--- config.mk ---
export PLATFORM = sky130hd
export DESIGN_NAME = sfs_spi_fifo_count_and_input_select
export DESIGN_NICKNAME = d
export VERILOG_FILES = /design/src/hdl/sfs_pkg.sv /design/src/hdl/sfs_spi_fifo_count_and_input_select.sv
export SDC_FILE = /design/constraint.sdc
export NUM_CORES = 1
export LEC_CHECK = 0
export ABC_AREA = 1
export BUFFER_PORTS_ARGS = -buffer_cell sky130_fd_sc_hd__buf_4
export CORE_MARGIN = 2
export CORE_UTILIZATION = 38
export CTS_CLUSTER_DIAMETER = 200
export DETAILED_ROUTE_END_ITERATION = 7
export PLACE_DENSITY = 0.87
export REMOVE_ABC_BUFFERS = 1
export SKIP_LAST_GASP = 1
export SYNTH_ARGS = -nofsm -noshare
export SYNTH_HDL_FRONTEND = slang
export SYNTH_SLANG_ARGS = --single-unit
--- constraint.sdc ---
create_clock -name i_sys_clk -period 0.9 [get_ports i_sys_clk]
set_input_delay 0.045 -clock i_sys_clk [delete_from_list [all_inputs] [get_ports i_sys_clk]]
set_output_delay 0.045 -clock i_sys_clk [all_outputs]
set_load 0.01 [all_outputs]
--- src/hdl/sfs_pkg.sv ---
// constants for the spi fifo count and input select block
// assumes an 8-bit special-function-register bus on the core clock
package sfs_pkg;
    localparam logic [7:0] SFS_FILL_COUNTS_ADDR = 8'h00_F7;
    localparam logic [7:0] SFS_SOURCE_SELECT_ADDR = 8'h00_DF;
    localparam int SFS_TX_LEVEL_LSB = 4;
    localparam int SFS_RX_LEVEL_LSB = 0;
    localparam int SFS_LEVEL_WIDTH = 3;
    localparam int SFS_SLAVE_CLOCK_BIT = 2;
    localparam int SFS_MASTER_DATA_BIT = 1;
    localparam int SFS_SLAVE_DATA_BIT = 0;
    localparam logic [2:0] SFS_SELECT_RESET = 3'h0;
    localparam logic [2:0] SFS_LEVEL_RESET = 3'h0;
    localparam logic [7:0] SFS_READ_IDLE = 8'h00;
endpackage

--- src/hdl/sfs_spi_fifo_count_and_input_select.sv ---
// fill-level status and input routing for the spi unit
// assumes sfr bus inputs synchronous to i_sys_clk; fifo levels come from the fifos
`timescale 1ns/10ps
// Operation
// - report tx level 6:4, rx level 2:0
// - slave clock from pin or first unit
// - master data from pin or second unit
// - slave data select bit 0, resets zero
module sfs_spi_fifo_count_and_input_select
    import sfs_pkg::*;
#(
    parameter int LEVEL_WIDTH = SFS_LEVEL_WIDTH
)
(
    // clock and reset
    input wire logic i_sys_clk,
    input wire logic i_rst,
    // sfr bus
    input wire logic [7:0] i_sfr_addr,
    input wire logic i_sfr_wr,
    input wire logic i_sfr_rd,
    input wire logic [7:0] i_sfr_wdata,
    output logic [7:0] o_sfr_rdata,
    // fifo levels
    input wire logic [LEVEL_WIDTH-1:0] i_transmit_fill_level,
    input wire logic [LEVEL_WIDTH-1:0] i_receive_fill_level,
    // candidate sources
    input wire logic i_pin_sck,
    input wire logic i_pin_miso,
    input wire logic i_pin_mosi,
    input wire logic i_first_logic_unit_output,
    input wire logic i_second_logic_unit_output,
    input wire logic i_slave_data_logic_unit_output,
    // routed inputs to the shifter
    output logic o_slave_clock,
    output logic o_master_data,
    output logic o_slave_data,
    // select bits for visibility
    output logic [2:0] o_spi_input_source_select
);

    // the count fields are fixed at three bits each
    generate
        if (LEVEL_WIDTH != SFS_LEVEL_WIDTH)
        begin : g_bad_width
            $error("level width must match the 3-bit count fields");
        end
    endgenerate

    // stored select bits; reserved bits 7:3 are not kept
    logic [2:0] spi_input_source_select;
    logic [2:0] next_spi_input_source_select;

    // snapshot of the fifo levels
    logic [LEVEL_WIDTH-1:0] transmit_fill_level;
    logic [LEVEL_WIDTH-1:0] receive_fill_level;

    // address decode and qualified strobes
    logic hit_fill_counts;
    logic hit_source_select;
    logic write_select;
    logic read_counts;
    logic read_select;

    // read data path
    logic [7:0] next_sfr_rdata;
    logic [7:0] counts_word;
    logic [7:0] select_word;

    // count register address
    always_comb
    begin
        hit_fill_counts = (i_sfr_addr == SFS_FILL_COUNTS_ADDR);
    end

    // select register address
    always_comb
    begin
        hit_source_select = (i_sfr_addr == SFS_SOURCE_SELECT_ADDR);
    end

    // writes to the count register or unmapped addresses fall through
    always_comb
    begin
        write_select = i_sfr_wr && hit_source_select;
    end

    // reads of unmapped addresses return zero
    always_comb
    begin
        read_counts = i_sfr_rd && hit_fill_counts;
        read_select = i_sfr_rd && hit_source_select;
    end

    // levels are registered so a read sees one coherent snapshot
    always_ff @(posedge i_sys_clk)
    begin
        if (i_rst)
        begin
            transmit_fill_level <= SFS_LEVEL_RESET;
            receive_fill_level <= SFS_LEVEL_RESET;
        end
        else
        begin
            transmit_fill_level <= i_transmit_fill_level;
            receive_fill_level <= i_receive_fill_level;
        end
    end

    // next select value: only the three select bits of a write are kept
    always_comb
    begin
        next_spi_input_source_select = spi_input_source_select;
        if (write_select)
        begin
            next_spi_input_source_select[SFS_SLAVE_CLOCK_BIT] =
                i_sfr_wdata[SFS_SLAVE_CLOCK_BIT];
            next_spi_input_source_select[SFS_MASTER_DATA_BIT] =
                i_sfr_wdata[SFS_MASTER_DATA_BIT];
            next_spi_input_source_select[SFS_SLAVE_DATA_BIT] =
                i_sfr_wdata[SFS_SLAVE_DATA_BIT];
        end
    end

    always_ff @(posedge i_sys_clk)
    begin
        if (i_rst)
        begin
            spi_input_source_select <= SFS_SELECT_RESET;
        end
        else
        begin
            spi_input_source_select <= next_spi_input_source_select;
        end
    end

    // reserved bits 7 and 3 read as zero
    always_comb
    begin
        counts_word = 8'h00;
        counts_word[SFS_TX_LEVEL_LSB +: LEVEL_WIDTH] = transmit_fill_level;
        counts_word[SFS_RX_LEVEL_LSB +: LEVEL_WIDTH] = receive_fill_level;
    end

    // reserved bits 7:3 read as zero
    always_comb
    begin
        select_word = 8'h00;
        select_word[SFS_SLAVE_CLOCK_BIT] = spi_input_source_select[SFS_SLAVE_CLOCK_BIT];
        select_word[SFS_MASTER_DATA_BIT] = spi_input_source_select[SFS_MASTER_DATA_BIT];
        select_word[SFS_SLAVE_DATA_BIT] = spi_input_source_select[SFS_SLAVE_DATA_BIT];
    end

    // idle cycles read as zero
    always_comb
    begin
        if (read_counts)
        begin
            next_sfr_rdata = counts_word;
        end
        else if (read_select)
        begin
            next_sfr_rdata = select_word;
        end
        else
        begin
            next_sfr_rdata = SFS_READ_IDLE;
        end
    end

    // read data stands one cycle, then back to zero
    always_ff @(posedge i_sys_clk)
    begin
        if (i_rst)
        begin
            o_sfr_rdata <= SFS_READ_IDLE;
        end
        else
        begin
            o_sfr_rdata <= next_sfr_rdata;
        end
    end

    // plain muxes: a glitch on select change is the caller's concern
    always_comb
    begin
        if (spi_input_source_select[SFS_SLAVE_CLOCK_BIT])
        begin
            o_slave_clock = i_first_logic_unit_output;
        end
        else
        begin
            o_slave_clock = i_pin_sck;
        end
    end

    // master data source
    always_comb
    begin
        if (spi_input_source_select[SFS_MASTER_DATA_BIT])
        begin
            o_master_data = i_second_logic_unit_output;
        end
        else
        begin
            o_master_data = i_pin_miso;
        end
    end

    // which logic unit feeds slave data is open, so it is its own input
    always_comb
    begin
        if (spi_input_source_select[SFS_SLAVE_DATA_BIT])
        begin
            o_slave_data = i_slave_data_logic_unit_output;
        end
        else
        begin
            o_slave_data = i_pin_mosi;
        end
    end

    assign o_spi_input_source_select = spi_input_source_select;
endmodule

* Word level (Yosys, flattened, before mapping)
Index checks and enable logic that the tools add are counted.
W data, S select, Z words.
** Cells by class
- Reduce and logical (&&, ||, !) cells :: 4
- Equal/unequal tests :: 2
- Mux-type cells :: 5
** Operators by type and width (number)
- $eq A8 B8 Y1 const B :: 2
- $mux W7 :: 1
- $logic_and A1 B1 Y1 :: 3
- $mux W1 :: 3
- $mux W3 :: 1
- $reduce_or A2 Y1 :: 1
** Word-level totals
- Logic and storage cells :: 16
- Output and inout bits :: 14
- Input port bits :: 32
- Bits in registers :: 17

* Depth between registers and ports, before layout
- Depth after elaboration :: 4
- Gate-level depth with buffers :: 7
- Gate-level depth less buffers :: 7

* Worst setup path after synthesis
OpenSTA, ideal clock, no wires.
- Path kind :: register -> register
- From :: register spi_input_source_select[0], in the netlist o_spi_input_source_select[0]
- To :: register o_sfr_rdata[0]
- Cell stages (with the launch flop) :: 5
- Clock period less this slack :: 0.687 ns
- Slack :: 0.213 ns
- Setup time :: 0.058 ns
- Buffers on the path :: 0
- Arrival :: 0.629 ns
- Data required time :: 0.842 ns
- Path through :: dfxtp_1 > inv_1 > nor2_1 > nand2_1 > nand2_1
** Between the ends
- Longest elaborated chain between the ends :: 2
** RTL lines
- start: declaration :: RTL line sfs_spi_fifo_count_and_input_select.sv:51 : logic [2:0] spi_input_source_select;
- start signal: assignment :: RTL line sfs_spi_fifo_count_and_input_select.sv:133 : spi_input_source_select <= next_spi_input_source_select;
- $mux W3 :: RTL line sfs_spi_fifo_count_and_input_select.sv:161 : else if (read_select)
- $mux W7 :: RTL line sfs_spi_fifo_count_and_input_select.sv:157 : if (read_counts)
- end signal: assignment :: RTL line sfs_spi_fifo_count_and_input_select.sv:180 : o_sfr_rdata <= next_sfr_rdata;
- end: declaration :: RTL line sfs_spi_fifo_count_and_input_select.sv:23 : output logic [7:0] o_sfr_rdata,
No other way between the ends.
A chain may end at the register's enable or synchronous reset.

* Worst setup path after layout
- From :: register spi_input_source_select[1], in the netlist o_spi_input_source_select[1]
- To :: output port o_master_data
** Between the ends
- Longest elaborated chain between the ends :: 1
** RTL lines
- $mux W1 :: RTL line sfs_spi_fifo_count_and_input_select.sv:200 : if (spi_input_source_select[SFS_MASTER_DATA_BIT])
- end: declaration :: RTL line sfs_spi_fifo_count_and_input_select.sv:36 : output logic o_master_data,
No other way between the ends.

==> results by group <==
Run status
  – Result of the run: finished, violations left
  – Failing checks: negative setup slack

Global routing
  – First-pass GRT wire length: roughly 2300 um
  – Initial antenna violation count: 0
  – Gr usage total: between 10% and 20%
  – Remaining Overflow, GRT: 0
  – Pin count of the biggest net entering global routing: 10
  – Number of global-route vias before repair: roughly 660

STA
  – Final setup TNS: -0.120 ns
  – Unrepaired setup endpoints after global routing: yes
  – Final Hold Fails: 0
  – Count of final setup violators: 4
  – Worst Skew: 0.00197 ns
  – Slew Viols, Final: 0
  – PnR worst setup slack: -0.0428 ns
  – Final Critical Period: between 0.9 and 1 ns
  – Fmax: between 1000 and 1500 MHz
  – Hold_ws: between 0.04 and 0.05 ns
  – Crit share post-route: 105%

Clock network
  – Clock-pin transition on the worst setup and hold timing paths: around 0.090 ns
  – Max Buffers Root-to-Sink: 2
  – Clk_lat worst skew: roughly 0.28 ns
  – # H-tree levels: 1
  – Clock sinks: 15
  – Clock root buffer: clkbuf_4
  – CTS tree: done
  – CTS Buf Count: 3

Pwr
  – Power Total: 1.26 mW
  – Worst IR Drop VDD: 0.000701 V
  – PD cells: around 1100 nW/um2
  – Leak Pwr: about 0.6 nW

Floorplanning
  – Initial core utilization: 41.2%
  – Die Height: 44.9 um
  – IO Count: 46
  – Core box area: between 1500 and 2000 um2
  – Die area: 2010 um2
  – Die X: roughly 45 um
  – Row cnt: 14

Worst setup path
  – Worst r2r path cells: 6
  – Worst reg2reg setup slack: 0.03 ns
  – Setup crit start kind: flip-flop
  – CP Class: reg -> out
  – Worst path required time: about 0.85 ns
  – CP arrival: 0.90 ns
  – Crit Reg-Reg Startpoint: o_spi_input_source_select[0]
  – Crit. End Element: output port
  – CP Max Fanout: 3
  – Worst R2R End: o_sfr_rdata[0]

Cells and area
  – Layout area overhead: 74.8%
  – Nets: 180
  – Layout cells sized above 1: between 40% and 50%
  – Ant. Diodes: 0
  – FF/Latch Area: 304 um2
  – Final Cell Area: 1110 um2
  – Multi-input gate area: 259 um2
  – Fill cells: between 100 and 150

Yosys
  – Top_reg_cell synth: dfxtp_1
  – Post-synthesis adder-cell area fraction: 0%
  – Compound-cell area share of the yosys netlist: 0%
  – Number of synthesized flops with an enable pin: 0
  – Synthesized cell area: around 630 um2
  – Ys async rst share: 0%
  – Main combinational cell family by area after synthesis: simple AND/OR/NAND/NOR gates
  – Area leader, netlist: dfxtp_1
  – Warnings, synthesis: 0
  – Cell variety after synth: 14
  – FF+latch count, synth: 15
  – Post-synth top area share: 47.3%
  – Mean Syn Cell Area: just under 7 um2
  – Synth Area in XOR/XNOR: 0%
  – Top post-synthesis cells by area: dfxtp_1 (47%), nand2_1 (17%), nor2_1 (11%)
  – Commonest cells post-synth: nand2_1 (29), nor2_1 (19), dfxtp_1 (15), inv_1 (14)
  – Post-synthesis simple-gate area fraction: roughly two fifths
  – Post-synthesis sequential area ratio: roughly 47%
  – Mux cell area share after synthesis: 0%
  – Most frequent cell after synthesis: nand2_1
  – Cells after Synth: 92

Routing
  – Routed Antenna Nets: 0
  – Pre-antenna DRT Iters: 2
  – Vias: about 690
  – DRT iter0 DRCs: 4
  – DRC Markers: 0
  – Routed length per instance: approximately 9.3 um
  – Avg Vias per Cell: around 4.3
  – WL final: approximately 1500 um

Hold path
  – HP Start: i_rst
  – Type of the most critical hold path: in -> reg
  – WHS Endpoint: o_sfr_rdata[4]
  – Worst hold stages: 4

Place
  – Placer Congestion: roughly 0.73
  – Post-placement cell area: a little over 900 um2
  – Dpl hpwl: between 1000 and 1500 um
  – # port buffers: 38
  – Pre-CTS WS: ~0.12 ns

Flow run
  – Max Cap Violations: 0
repair_timing:
item | CTS | global route
gates resized for setup | 9 | 2
buffers inserted | 3 | 2
hold buffers | 10 | 0
pin swaps | 0 | 1
endpoints found under the setup margin | 3 | 3
endpoints found under the hold margin | 9 | 0
per-stage QoR:
step	utilization (%)	cells
2_1_floorplan	-	90
3_3_place_gp	59.9	144
3_5_place_dp	59.9	144
4_1_cts	70.6	161
5_1_grt	71.9	163
6_report	71.9	163
report_power, final:
group | internal (mW) | switching [mW]
combinational | 0.131 | 0.0747
clock | 0.165 | 0.209
sequential | 0.678 | 0.00349
kinds of logic (layout without fill, tap and decap cells):
family | count (synthesis) | count (layout)
DFF | 15 | 15
other | 1 | 2
and+or+nand+nor | 56 | 56
buffers and inverters | 20 | 74
how the worst max path moves through the flow:
stage                                 startpoint                      endpoint  slack (ns)  cells past startpoint
CTS                 o_spi_input_source_select[1]                 o_master_data       -0.04                      4
global route        o_spi_input_source_select[1]                 o_master_data       -0.08                      4
detailed placement                 i_sfr_addr[5]  o_spi_input_source_select[2]        0.12                      7
finish              o_spi_input_source_select[1]                 o_master_data       -0.04                      4
global placement                   i_sfr_addr[6]                o_sfr_rdata[1]        0.15                      8
floorplan           o_spi_input_source_select[0]                o_sfr_rdata[0]        0.21                      4
state kept, by name, indices dropped and copies added, names as in the netlist:
register and cells:
transmit_fill_level 3, o_sfr_rdata 6, o_spi_input_source_select 3, receive_fill_level 3
worst max-delay path, cell delays in order (launching register included):
cell,delay [ns]
dfxtp_2,0.35
inv_2,0.05
nand2_2,0.06
nand2_2,0.05
buf_6,0.11
layout by cell type, fill, tap and decap left out:
cell            n
dfxtp_2         3
nor2_4          2
clkbuf_4        3
inv_2           5
clkinv_1        1
nor2_2          1
dfxtp_1        12
buf_4          40
conb_1          2
dlygate4sd3_1  10
nand3_2         2
nand2_2         4
clkinv_2        1
nand2_1        27
buf_6           3
nor2_1         19
nand3_1         1
inv_1          11
routing by layer:
layer | vias to the layer above | GRT usage, % | wire (um)
li1 | 370 | - | -
met1 | 290 | 12.2 | 509
met2 | 31 | 34.2 | 862
met3 | 3 | 3.20 | 131
met4 | 0 | 7.06 | 20
met5 | - | 0 | 0
layout make-up:
type / instances / area share, %
Inverter: 17 / 5.76
Timing Repair Buffer: 53 / 39.2
Tap cell: 16 / 1.81
Multi-Input combinational cell: 58 / 23.4
Clock buffer: 3 / 2.03
Sequential cell: 15 / 27.4
Clock inverter: 1 / 0.451
Note: power is estimated with default switching activity, not from simulation.
